**src/core/uefa_pkg.sv**
```systemverilog
// Shared constants for the endpoint FIFO access block: register offsets,
// command/status field positions, reset values and FIFO geometry.
// Assumes a plain byte-wide register port on the processor side.
package uefa_pkg;

    // ---------------------------------------------------------------
    // Geometry
    // ---------------------------------------------------------------
    localparam int DATA_W     = 8;
    localparam int FIFO_DEPTH = 8;
    localparam int NUM_PIPES  = 2;
    localparam int ADDR_W     = 8;
    localparam int CNT_W      = $clog2(FIFO_DEPTH + 1);

    // ---------------------------------------------------------------
    // Register offsets
    // ---------------------------------------------------------------
    localparam logic [ADDR_W-1:0] OFF_CMD      = 8'h46;
    localparam logic [ADDR_W-1:0] OFF_DP0      = 8'h48;
    localparam logic [ADDR_W-1:0] OFF_DP1      = 8'h49;
    localparam logic [ADDR_W-1:0] OFF_INT_STAT = 8'h4A;
    localparam logic [ADDR_W-1:0] OFF_INT_CLR  = 8'h4B;
    localparam logic [ADDR_W-1:0] OFF_INT_EN   = 8'h4C;
    localparam logic [ADDR_W-1:0] OFF_SVC_PIPE = 8'h4D;

    // ---------------------------------------------------------------
    // Command/status field positions
    // ---------------------------------------------------------------
    localparam int B_REQ    = 0;
    localparam int B_TX     = 1;
    localparam int B_CLR    = 2;
    localparam int B_SEL_LO = 3;
    localparam int B_SEL_HI = 4;
    localparam int B_SETUP  = 5;
    localparam int B_READY  = 6;
    localparam int B_ZERO   = 7;

    // ---------------------------------------------------------------
    // Encodings and reset values
    // ---------------------------------------------------------------
    localparam logic [1:0]          PIPE_SELECT_LOW  = 2'h0;
    localparam logic [1:0]          PIPE_SELECT_HIGH  = 2'h1;
    localparam logic [DATA_W-1:0]   BYTE_ZERO  = 8'h00;
    localparam logic [NUM_PIPES-1:0] INT_RST   = 2'h0;
    localparam logic [CNT_W-1:0]    CNT_ZERO   = 4'h0;

endpackage

```
**src/core/uefa_fifo.sv**
```systemverilog
// One endpoint FIFO: flip-flop storage with push, pop and clear.
// Ignores a push when full and a pop when empty.
`timescale 1ns/1ns
module uefa_fifo
    import uefa_pkg::*;
#(
    parameter int W     = DATA_W,
    parameter int DEPTH = FIFO_DEPTH,
    parameter int CW    = $clog2(DEPTH + 1)
)
(
    // Clock and reset
    input  wire logic          clk,
    input  wire logic          reset,
    // Control
    input  wire logic          clr,
    input  wire logic          push,
    input  wire logic [W-1:0]  push_data,
    input  wire logic          pop,
    // State
    output logic      [W-1:0]  head,
    output logic      [CW-1:0] count,
    output logic               full,
    output logic               empty
);

    localparam int AW = (DEPTH > 1) ? $clog2(DEPTH) : 1;
    localparam logic [AW-1:0] PTR_LAST = AW'(DEPTH - 1);

    logic [W-1:0]  mem_r [DEPTH];
    logic [AW-1:0] wr_ptr_r;
    logic [AW-1:0] rd_ptr_r;
    logic [CW-1:0] cnt_r;
    logic          do_push;
    logic          do_pop;

    assign do_push = push && !full;
    assign do_pop  = pop && !empty;
    assign head    = mem_r[rd_ptr_r];
    assign count   = cnt_r;
    assign full    = (cnt_r == CW'(DEPTH));
    assign empty   = (cnt_r == '0);

    always_ff @(posedge clk)
    begin
        if (do_push)
        begin
            mem_r[wr_ptr_r] <= push_data;
        end
    end

    // Clear wins over any access in the same cycle.
    always_ff @(posedge clk or posedge reset)
    begin
        if (reset)
        begin
            wr_ptr_r <= '0;
            rd_ptr_r <= '0;
            cnt_r    <= '0;
        end
        else if (clr)
        begin
            wr_ptr_r <= '0;
            rd_ptr_r <= '0;
            cnt_r    <= '0;
        end
        else
        begin
            if (do_push)
                wr_ptr_r <= (wr_ptr_r == PTR_LAST) ? '0 : wr_ptr_r + 1'b1;
            if (do_pop)
                rd_ptr_r <= (rd_ptr_r == PTR_LAST) ? '0 : rd_ptr_r + 1'b1;
            cnt_r <= cnt_r + CW'(do_push) - CW'(do_pop);
        end
    end
endmodule

```
**src/core/uefa_top.sv**
```systemverilog
// Processor-side access logic for two endpoint FIFOs shared with the
// USB serial engine, with command/status register and pipe interrupt.
// Assumes a plain register port and an engine that holds eng_busy for
// the pipe it is using and only pushes or pops on that pipe.
`timescale 1ns/1ns
module uefa_top
    import uefa_pkg::*;
#(
    parameter int DW    = DATA_W,
    parameter int DEPTH = FIFO_DEPTH
)
(
    // Clock and reset
    input  wire logic                 ref_clk,
    input  wire logic                 reset,
    // Register port
    input  wire logic [ADDR_W-1:0]    reg_addr,
    input  wire logic [DW-1:0]        reg_wdata,
    input  wire logic                 reg_wr,
    input  wire logic                 reg_rd,
    output logic      [DW-1:0]        reg_rdata,
    // Engine receive side (OUT and SETUP data into the FIFOs)
    input  wire logic                 eng_push,
    input  wire logic                 eng_push_pipe,
    input  wire logic [DW-1:0]        eng_push_data,
    input  wire logic                 eng_pkt_end,
    input  wire logic                 eng_pkt_pipe,
    input  wire logic                 eng_pkt_setup,
    input  wire logic                 eng_pkt_zero,
    input  wire logic                 eng_setup_token,
    // Engine transmit side (IN data out of the FIFOs)
    input  wire logic                 eng_pop,
    input  wire logic                 eng_pop_pipe,
    output logic      [DW-1:0]        eng_pop_data,
    output logic                      eng_tx_ready,
    output logic                      eng_tx_pipe,
    output logic      [CNT_W-1:0]     eng_tx_len,
    output logic                      eng_rx_release,
    output logic                      eng_rx_pipe,
    // Engine pipe ownership
    input  wire logic [NUM_PIPES-1:0] eng_busy,
    input  wire logic                 eng_done,
    input  wire logic                 eng_done_pipe,
    // Interrupt
    output logic                      irq
);

    // ---------------------------------------------------------------
    // Register state
    // ---------------------------------------------------------------
    logic                 req_r;
    logic                 tx_r;
    logic [1:0]           sel_r;
    logic                 setup_r;
    logic                 zero_r;
    logic                 zero_pipe_r;
    logic [NUM_PIPES-1:0] stat_r;
    logic [NUM_PIPES-1:0] en_r;
    logic                 svc_pipe_r;
    logic                 irq_r;
    logic [DW-1:0]        rd_data_r;
    logic [DW-1:0]        pop_data_r;
    logic                 tx_ready_r;
    logic                 tx_pipe_r;
    logic [CNT_W-1:0]     tx_len_r;
    logic                 rx_rel_r;
    logic                 rx_pipe_r;

    // ---------------------------------------------------------------
    // FIFO wiring
    // ---------------------------------------------------------------
    logic [DW-1:0]        fifo_head  [NUM_PIPES];
    logic [CNT_W-1:0]     fifo_cnt   [NUM_PIPES];
    logic [DW-1:0]        fifo_wdata [NUM_PIPES];
    logic [NUM_PIPES-1:0] fifo_full;
    logic [NUM_PIPES-1:0] fifo_empty;
    logic [NUM_PIPES-1:0] fifo_push;
    logic [NUM_PIPES-1:0] fifo_pop;
    logic [NUM_PIPES-1:0] fifo_clr;

    // ---------------------------------------------------------------
    // Address decode
    // ---------------------------------------------------------------
    wire wr_cmd  = reg_wr && (reg_addr == OFF_CMD);
    wire wr_iclr = reg_wr && (reg_addr == OFF_INT_CLR);
    wire wr_ien  = reg_wr && (reg_addr == OFF_INT_EN);
    wire dp_hit  = (reg_addr == OFF_DP0) || (reg_addr == OFF_DP1);
    wire dp_pipe = (reg_addr == OFF_DP1);

    // ---------------------------------------------------------------
    // Pipe selection and readiness
    // ---------------------------------------------------------------
    wire sel_ok    = (sel_r == PIPE_SELECT_LOW) || (sel_r == PIPE_SELECT_HIGH);
    wire sel_idx   = (sel_r == PIPE_SELECT_HIGH);
    wire pipe_free = !eng_busy[sel_idx];
    wire claim     = req_r && sel_ok && pipe_free;
    wire rd_ok     = claim && !tx_r && !fifo_empty[sel_idx];
    wire wr_ok     = claim && tx_r && !fifo_full[sel_idx];
    wire ready     = rd_ok || wr_ok;
    wire dp_match  = (dp_pipe == sel_idx);

    // Data port transfers.
    wire mcu_rd_pop  = reg_rd && dp_hit && dp_match && rd_ok;
    wire mcu_wr_push = reg_wr && dp_hit && dp_match && wr_ok;

    // Direction changes while requesting mark the end of a transfer.
    wire tx_end = wr_cmd && claim && tx_r && !reg_wdata[B_TX];
    wire rx_end = wr_cmd && claim && !tx_r && reg_wdata[B_TX];
    wire mcu_clr = wr_cmd && reg_wdata[B_CLR] && !reg_wdata[B_SEL_HI];
    wire clr_idx = reg_wdata[B_SEL_LO];

    // ---------------------------------------------------------------
    // FIFO instances
    // ---------------------------------------------------------------
    genvar g;
    generate
        for (g = 0; g < NUM_PIPES; g++)
        begin : gen_pipe
            wire eng_push_g = eng_push && (eng_push_pipe == g);
            wire mcu_sel_g  = (sel_idx == g);

            assign fifo_push[g]  = eng_push_g || (mcu_wr_push && mcu_sel_g);
            assign fifo_wdata[g] = eng_push_g ? eng_push_data : reg_wdata;
            assign fifo_pop[g]   = (eng_pop && (eng_pop_pipe == g)) ||
                                   (mcu_rd_pop && mcu_sel_g);
            assign fifo_clr[g]   = mcu_clr && (clr_idx == g);

            uefa_fifo #(
                .W     (DW),
                .DEPTH (DEPTH),
                .CW    (CNT_W)
            ) u_fifo (
                .clk       (ref_clk),
                .reset     (reset),
                .clr       (fifo_clr[g]),
                .push      (fifo_push[g]),
                .push_data (fifo_wdata[g]),
                .pop       (fifo_pop[g]),
                .head      (fifo_head[g]),
                .count     (fifo_cnt[g]),
                .full      (fifo_full[g]),
                .empty     (fifo_empty[g])
            );
        end
    endgenerate

    // ---------------------------------------------------------------
    // Sticky flags
    // ---------------------------------------------------------------
    wire setup_set = eng_pkt_end && eng_pkt_setup;
    wire setup_clr = wr_cmd && !reg_wdata[B_SETUP];
    wire setup_nxt = setup_set || (setup_r && !setup_clr);

    wire zero_set  = eng_pkt_end && eng_pkt_zero;
    wire zero_rdc  = reg_rd && dp_hit && (dp_pipe == zero_pipe_r);
    wire zero_clr  = eng_setup_token || zero_rdc ||
                     (wr_cmd && !reg_wdata[B_ZERO]);
    wire zero_nxt  = zero_set || (zero_r && !zero_clr);

    // ---------------------------------------------------------------
    // Interrupt status
    // ---------------------------------------------------------------
    wire [NUM_PIPES-1:0] done_set =
        eng_done ? (NUM_PIPES'(1) << eng_done_pipe) : INT_RST;
    wire [NUM_PIPES-1:0] stat_clr =
        wr_iclr ? reg_wdata[NUM_PIPES-1:0] : INT_RST;
    wire [NUM_PIPES-1:0] stat_nxt = (stat_r & ~stat_clr) | done_set;
    wire [NUM_PIPES-1:0] en_nxt   =
        wr_ien ? reg_wdata[NUM_PIPES-1:0] : en_r;

    // ---------------------------------------------------------------
    // Read data selection
    // ---------------------------------------------------------------
    logic [DW-1:0] cmd_view;

    always_comb
    begin
        cmd_view           = BYTE_ZERO;
        cmd_view[B_REQ]    = req_r;
        cmd_view[B_TX]     = tx_r;
        cmd_view[B_SEL_LO] = sel_r[0];
        cmd_view[B_SEL_HI] = sel_r[1];
        cmd_view[B_SETUP]  = setup_r;
        cmd_view[B_READY]  = ready;
        cmd_view[B_ZERO]   = zero_r;
    end

    wire [DW-1:0] dp_view  = mcu_rd_pop ? fifo_head[sel_idx] : BYTE_ZERO;
    wire [DW-1:0] rd_mux   =
        (reg_addr == OFF_CMD)      ? cmd_view :
        dp_hit                     ? dp_view :
        (reg_addr == OFF_INT_STAT) ? DW'(stat_r) :
        (reg_addr == OFF_INT_EN)   ? DW'(en_r) :
        (reg_addr == OFF_SVC_PIPE) ? DW'(svc_pipe_r) :
                                     BYTE_ZERO;

    // ---------------------------------------------------------------
    // Command register
    // ---------------------------------------------------------------
    always_ff @(posedge ref_clk or posedge reset)
    begin
        if (reset)
        begin
            req_r <= 1'b0;
            tx_r  <= 1'b0;
            sel_r <= PIPE_SELECT_LOW;
        end
        else if (wr_cmd)
        begin
            req_r <= reg_wdata[B_REQ];
            tx_r  <= reg_wdata[B_TX];
            sel_r <= {reg_wdata[B_SEL_HI], reg_wdata[B_SEL_LO]};
        end
    end

    always_ff @(posedge ref_clk or posedge reset)
    begin
        if (reset)
        begin
            setup_r     <= 1'b0;
            zero_r      <= 1'b0;
            zero_pipe_r <= 1'b0;
        end
        else
        begin
            setup_r <= setup_nxt;
            zero_r  <= zero_nxt;
            if (zero_set)
                zero_pipe_r <= eng_pkt_pipe;
        end
    end

    // ---------------------------------------------------------------
    // Interrupt registers
    // ---------------------------------------------------------------
    always_ff @(posedge ref_clk or posedge reset)
    begin
        if (reset)
        begin
            stat_r     <= INT_RST;
            en_r       <= INT_RST;
            svc_pipe_r <= 1'b0;
            irq_r      <= 1'b0;
        end
        else
        begin
            stat_r <= stat_nxt;
            en_r   <= en_nxt;
            irq_r  <= |(stat_nxt & en_nxt);
            if (eng_done)
                svc_pipe_r <= eng_done_pipe;
        end
    end

    // ---------------------------------------------------------------
    // Read data and engine hand-off
    // ---------------------------------------------------------------
    always_ff @(posedge ref_clk or posedge reset)
    begin
        if (reset)
        begin
            rd_data_r  <= BYTE_ZERO;
            pop_data_r <= BYTE_ZERO;
            tx_ready_r <= 1'b0;
            tx_pipe_r  <= 1'b0;
            tx_len_r   <= CNT_ZERO;
            rx_rel_r   <= 1'b0;
            rx_pipe_r  <= 1'b0;
        end
        else
        begin
            rd_data_r  <= reg_rd ? rd_mux : BYTE_ZERO;
            tx_ready_r <= tx_end;
            rx_rel_r   <= rx_end;
            if (eng_pop)
                pop_data_r <= fifo_head[eng_pop_pipe];
            if (tx_end)
            begin
                tx_pipe_r <= sel_idx;
                tx_len_r  <= fifo_cnt[sel_idx];
            end
            if (rx_end)
                rx_pipe_r <= sel_idx;
        end
    end

    assign reg_rdata      = rd_data_r;
    assign eng_pop_data   = pop_data_r;
    assign eng_tx_ready   = tx_ready_r;
    assign eng_tx_pipe    = tx_pipe_r;
    assign eng_tx_len     = tx_len_r;
    assign eng_rx_release = rx_rel_r;
    assign eng_rx_pipe    = rx_pipe_r;
    assign irq            = irq_r;
endmodule

```
**config.mk**
```make
export PLATFORM = sky130hd
export DESIGN_NAME = uefa_top
export DESIGN_NICKNAME = d
export VERILOG_FILES = /design/src/core/uefa_pkg.sv /design/src/core/uefa_fifo.sv /design/src/core/uefa_top.sv
export SDC_FILE = /design/constraint.sdc
export NUM_CORES = 1
export LEC_CHECK = 0
export BUFFER_PORTS_ARGS = -buffer_cell sky130_fd_sc_hd__buf_2
export CAP_MARGIN = 20
export CORE_MARGIN = 2
export CORE_UTILIZATION = 60
export DETAILED_ROUTE_END_ITERATION = 7
export MAX_ROUTING_LAYER = met4
export PLACE_DENSITY = 0.8
export SLEW_MARGIN = 20
export SYNTH_ARGS = -nofsm -noshare
export SYNTH_HDL_FRONTEND = slang
export SYNTH_HIERARCHICAL = 1
export SYNTH_SLANG_ARGS = --single-unit
```
**constraint.sdc**
```tcl
create_clock -name ref_clk -period 4.5 [get_ports ref_clk]
set_clock_uncertainty 0.05 [all_clocks]
set_input_delay 0.45 -clock ref_clk [delete_from_list [all_inputs] [get_ports ref_clk]]
set_output_delay 0.45 -clock ref_clk [all_outputs]
set_load 0.02 [all_outputs]
```
== Yosys cells after proc, flatten, opt, wreduce, memory -nomap -nowiden ==
Memory sizes are Yosys's and may differ from the RTL's.
Cells that the tools add are included.
Storage, ports and cells
  bits in registers: 57
  memories: 2
  word-level logic and storage cells: 184
  input port bits: 41
  memory bits (writable): 128
Operators by class
  shift-type cells: 1
  equal/unequal tests: 16
  bitwise operators: 10
  muxes and demuxes: 45
  reduce and logical (&&, ||, !) cells: 76
  $lt $le $gt $ge: 3
  add/sub/neg operators: 8
Memories
  gen_pipe[0].u_fifo.mem_r: depth 8, bits a word 8, rd ports 1, clocked after memory_dff 0, wr ports 1, RTL line uefa_fifo.sv:30  | logic [W-1:0] mem_r [DEPTH];
  gen_pipe[1].u_fifo.mem_r: depth 8, bits a word 8, rd ports 1, clocked after memory_dff 0, wr ports 1, RTL line uefa_fifo.sv:30
Operator list (number)
  8-bit two-way mux: 12
  8-bit by 7-bit equality test with 1-bit output, second input constant: 7
  1-bit logical AND: 43
  3-bit two-way mux: 12
  4-bit two-way mux: 5
  1-bit zero test: 14
  3-bit by 1-bit adder with 3-bit output, second input constant: 4
  3-bit equality test, second input constant: 4
  1-bit logical OR: 11
  1-bit two-way mux: 11
  2-bit two-way mux: 5
  4-bit by 1-bit adder with 4-bit output: 2
  4-bit equality test, second input constant: 2
  4-bit zero test: 2
  2-bit nonzero test: 4
  4-bit by 1-bit subtractor with 4-bit output: 2
  2-bit bitwise AND: 2
  2-bit >= comparator, second input constant: 2
  1-bit NOT: 4
  1-bit NOT with 2-bit output: 2
  1-bit equality test: 2
  2-bit by 1-bit equality test with 1-bit output, second input constant: 1
  2-bit zero test: 1
  1-bit by 2-bit < comparator with 1-bit output, second input constant: 1
  other kinds (4): 4

== Longest topological paths before layout ==
  word-level depth: 14
  depth in mapped cells: 15
  mapped depth without buffers: 14

== Cells and area by module ==
The synthesis kept the hierarchy.
Modules (own cells, without submodules)
  uefa_fifo at gen_pipe[1].u_fifo: instances 1, sequential area each 2172.1 µm², cells an instance 169, area an instance 3160.5 µm²
  uefa_fifo at gen_pipe[0].u_fifo: instances 1, sequential area each 2172.1 µm², cells an instance 167, area an instance 3153.0 µm²
  uefa_top: instances 1, sequential area each 925.9 µm², cells an instance 207, area an instance 2213.4 µm²

== Least setup slack after synthesis ==
No wires, ideal clock.
  path kind: input to register
  start point: in reg_addr[5]
  end point: mem gen_pipe[0].u_fifo/mem_r[0][0] (netlist bit) (enable)
  path slack: 1.084 ns
  data required time: 4.055 ns
  arrival time: 2.972 ns
  stages: 6
  path through: nor4b_4 > nand4_1 > or3_1 > o41ai_1 > nand2_1 > nor4_1
Between the ends
  word-level cells in the longest chain between the ends: 10
  elaborated cells on any way between the ends: 12
Ends and longest elaborated chain
  start: declaration: RTL line uefa_top.sv:17  | input wire logic [ADDR_W-1:0] reg_addr,
  8-bit by 7-bit equality test with 1-bit output (on tied branches): RTL line uefa_top.sv:87, uefa_top.sv:88
  1-bit logical OR: RTL line uefa_top.sv:87  | wire dp_hit = (reg_addr == OFF_DP0) || (reg_addr == OFF_DP1);
  1-bit logical AND: RTL line uefa_top.sv:104  | wire mcu_wr_push = reg_wr && dp_hit && dp_match && wr_ok;
  1-bit logical AND (*) (2 in a row): RTL line uefa_top.sv:104
  1-bit logical AND (*): RTL line uefa_top.sv:122  | assign fifo_push[g] = eng_push_g || (mcu_wr_push && mcu_sel_g);
  1-bit logical OR (*): RTL line uefa_top.sv:122
  net fifo_push[0]: RTL line uefa_top.sv:77  | logic [NUM_PIPES-1:0] fifo_push;
  1-bit logical AND (*): RTL line uefa_fifo.sv:37  | assign do_push = push && !full;
  1-bit two-way mux (*): RTL line uefa_fifo.sv:46  | if (do_push)
  1-bit two-way mux (not written as such) (*): RTL line uefa_fifo.sv:48  | mem_r[wr_ptr_r] <= push_data;
  end: declaration: RTL line uefa_fifo.sv:30
The timed path passes the listed nets; every way through them passes the cells marked *.

== Worst setup path in the final report ==
  start point: reg sel_r[0]
  end point: reg gen_pipe[0].u_fifo.cnt_r[2]
Between the ends
  word-level cells in the longest chain between the ends: 14
  elaborated cells on any way between the ends: 33
Ends and longest elaborated chain
  start: declaration: RTL line uefa_top.sv:53  | logic [1:0] sel_r;
  start signal: assignment: RTL line uefa_top.sv:212  | sel_r <= {reg_wdata[B_SEL_HI], reg_wdata[B_SEL_LO]};
  2-bit by 1-bit equality test with 1-bit output: RTL line uefa_top.sv:93, uefa_top.sv:94
  1-bit two-way mux (not written as such) (2 in a row): RTL line uefa_top.sv:95  | wire pipe_free = !eng_busy[sel_idx];
  1-bit zero test: RTL line uefa_top.sv:95
  1-bit logical AND: RTL line uefa_top.sv:96  | wire claim = req_r && sel_ok && pipe_free;
  1-bit logical AND (2 in a row): RTL line uefa_top.sv:98  | wire wr_ok = claim && tx_r && !fifo_full[sel_idx];
  1-bit logical AND: RTL line uefa_top.sv:104
  1-bit logical AND (*): RTL line uefa_top.sv:122
  1-bit logical OR (*): RTL line uefa_top.sv:122
  net fifo_push[0]: RTL line uefa_top.sv:77
  1-bit logical AND (*): RTL line uefa_fifo.sv:37
  4-bit by 1-bit adder with 4-bit output (*): RTL line uefa_fifo.sv:73  | cnt_r <= cnt_r + CW'(do_push) - CW'(do_pop);
  4-bit by 1-bit subtractor with 4-bit output (*): RTL line uefa_fifo.sv:73
  4-bit two-way mux (*): RTL line uefa_fifo.sv:61  | else if (clr)
  end signal: assignment: RTL line uefa_fifo.sv:73
  end: declaration: RTL line uefa_fifo.sv:33  | logic [CW-1:0] cnt_r;
The timed path passes the listed nets; every way through them passes the cells marked *. The select of a mux whose other input is x is not followed.
A chain may end at the register's enable or synchronous reset.

==> flow_metrics.py <==
metrics = {
    "run_status": {
        "run_status": "finished, final reports clean",
    },
    "timing": {
        "finalCriticalPeriod_ns": 3.73,
        "hold_viol_final": 0,
        "maxSlewViolCount": 0,
        "fmax_mhz": 268,
        "setup_viol": 0,
        "rsz0062_at_grt": "no",
        "maxSlewHeadroom": 0.291,
        "tightestPinTransition_ns": 1.06,
        "finalCritPeriodShare": 0.829,
        "fin_setup_tns_ns": 0,
    },
    "clock_tree": {
        "clock-sinks": 185,
        "cts_buffers": 17,
        "cts_tree": "built",
        "post_cts_buffers": 0,
        "clk_pin_slew_worst_paths_ns": 0.07,
        "cts_root_buf": "clkbuf_16",
        "hold_buffers": 1,
        "cts_max_level": 4,
        "clk_latency_ns": 0.43,
        "ctsResizeCount": 0,
        "clk_path_buf_depth": 2,
    },
    "layout": {
        "post-route-util": 0.698,
        "drive_gt1_frac": 0.287,
        "layout_commonest_cell": "edfxtp_1",
        "fin_nets": 686,
        "mostFrequentLayoutCells": "128 x edfxtp_1, 65 x buf_2, 57 x dfrtp_1, 44 x mux2_2",
        "area_growth_pct": 13.6,
        "diodes": 0,
    },
    "synthesis": {
        "ys.flop_type": "edfxtp_1",
        "async_flop_share": 0.308,
        "synth_xor_area_frac": 0.00308,
        "yosysWarnings": 6,
        "avgSynthCellArea_sq_um": 15.7,
        "synth-edff-count": 128,
        "synth.distinct_cells": 55,
        "synth_compound_area_frac": 0.0470,
        "synth_top_family_by_area": "multiplexers",
        "syn_area_sq_um": 8530,
        "synth_fa_ha_area_frac": 0.0326,
        "yosys.area_share.simple": 0.0904,
        "seq_area_frac_synth": 0.618,
        "syn-instance-count": 543,
        "muxShareOfSynthArea": 0.180,
        "synth-seq-cells": 185,
        "syn-num-nets": 605,
    },
    "worst_setup_path": {
        "r2r_end": "gen_pipe[0].u_fifo/count[2]",
        "critPathKind": "reg -> reg",
        "start_kind": "flip-flop",
        "endpoint": "gen_pipe[0].u_fifo/count[2]",
        "cp.arrival_ns": 3.94,
        "ff2ff_setup_slack_ns": 0.77,
        "endpoint_kind": "flip-flop",
        "startpoint": "sel_r[0]",
        "reg2reg_from": "sel_r[0]",
        "crit_required_ns": 4.71,
        "crit_fanout": 7,
        "r2r_cells": 11,
    },
    "power_and_ir_drop": {
        "p_per_area_nw_per_um2": 545,
        "leakage_nw": 3.80,
        "vdd_ir_drop_max_uv": 269,
    },
    "routing": {
        "dr_total_vias": 5092,
        "firstDrtPassIters": 5,
        "viasPerCell": 6.23,
        "route.detailed.drc": 0,
        "postRouteAntennaNets": 0,
        "finalWirelength_mm": 17.5,
        "drt_iter0_drc": 412,
        "wl_per_cell_um": 21.5,
    },
    "floorplanning": {
        "die_h_um": 123,
        "die_w_um": 123,
        "num_rows": 43,
        "core-area_sq_um": 13900,
        "initial_core_util": 0.614,
        "dieArea_sq_um": 15200,
        "pin_count": 66,
    },
    "place": {
        "port-buffer-count": 65,
        "place_congestion": 0.889,
        "dp_hpwl_mm": 12.1,
    },
    "global_routing": {
        "grt-ovfl-total": 0,
        "antenna_found_initial": 0,
        "track_usage": 0.254,
        "grt_pass1_wl_mm": 27.2,
        "grt_pass1_vias": 5066,
        "grt_max_degree": 38,
    },
    "min_path": {
        "min_path_type": "in -> reg",
    },
    "run": {
        "cap_viol_max_count": 0,
    },
}
## how the worst min path moves through the flow
stage	slack [ns]	to	from	cells past startpoint
finish	0.19	setup_r	eng_pkt_setup	3
detailed placement	0.42	gen_pipe[0].u_fifo/count[3]	reset	2
CTS	0.18	setup_r	eng_pkt_setup	3
global placement	0.42	gen_pipe[1].u_fifo/count[1]	reset	2
floorplan	0.24	gen_pipe[0].u_fifo/count[0]	reset	1
global route	0.20	zero_pipe_r	eng_pkt_pipe	2
## where the power goes
group          leakage (nW)  total (mW)  internal (mW)  switching (mW)
Combinational          1.64        1.42          0.744           0.675
Sequential             1.87        2.35           2.05           0.298
Clock                 0.291        1.52          0.885           0.632
Total                  3.80        5.28           3.68            1.60
## registers in the layout, summed over array words and instances (netlist names), 2 cells and up
| register | flops |
|---|---|
| gen_pipe.u_fifo/mem_r | 128 |
| eng_pop_data | 8 |
| gen_pipe.u_fifo/count | 8 |
| reg_rdata | 8 |
| gen_pipe.u_fifo/rd_ptr_r | 6 |
| gen_pipe.u_fifo/wr_ptr_r | 6 |
| eng_tx_len | 4 |
| en_r | 2 |
| sel_r | 2 |
| stat_r | 2 |
## worst max-delay path, cell delays in order, from the launching register on
cell and delay [ns]:
dfrtp_1 0.40, mux2i_1 0.21, nand3b_1 0.26, or3_1 0.48
o41ai_1 0.68, nand2_1 0.28, ha_1 0.37, inv_1 0.04
ha_1 0.19, fa_1 0.38, xnor2_1 0.17, nor2_1 0.06
## logic make-up after synthesis
family,after synthesis
xor gates and xnor gates,3
and+or+nand+nor,128
adders and majority gates,21
AOI/OAI and AO/OA,65
muxes,94
buffers and inverters,47
DFF,185
## cell type report
| type | count | area, sq um |
|---|---|---|
| multi-input combinational | 311 | 3020 |
| inverter | 24 | 90.1 |
| clock buffer | 20 | 437 |
| fill | 857 | 4200 |
| tap | 180 | 225 |
| timing repair buffer | 85 | 478 |
| clock inverter | 12 | 166 |
| sequential | 185 | 5270 |
## metal layers
layer	global-route usage	vias to the layer above	share of wire
met5	-	-	0
met4	0.125	0	0.036
met3	0.0475	40	0.051
met2	0.401	172	0.49
met1	0.320	2597	0.42
li1	-	2283	-
## synth_stat cells (all sizes together), types with 12 or more instances
| library cell | count | area share |
|---|---|---|
| inv | 24 | 0.011 |
| nand2 | 21 | 0.010 |
| nor3 | 12 | 0.0070 |
| buf | 12 | 0.013 |
| edfxtp | 128 | 0.45 |
| dfrtp | 57 | 0.17 |
| a21oi | 25 | 0.015 |
| ha | 19 | 0.028 |
| mux2 | 51 | 0.070 |
| nor2b | 12 | 0.0088 |
| nor2 | 24 | 0.011 |
| mux4 | 33 | 0.098 |
| o21ai | 16 | 0.0094 |
## stage by stage
step	instance area, sq um	total power [mW]	worst slack, ns	hold WS, ns	std cells
CTS	9690	5.30	0.804	0.179	817
finish	9690	5.28	0.771	0.194	817
global route	9690	5.54	0.523	0.201	817
detailed placement	9070	3.78	0.465	0.424	784
global placement	9070	3.70	0.621	0.415	784
floorplan	8530	3.39	1.08	0.240	543
No activity file was read; power rests on OpenSTA's default activity.
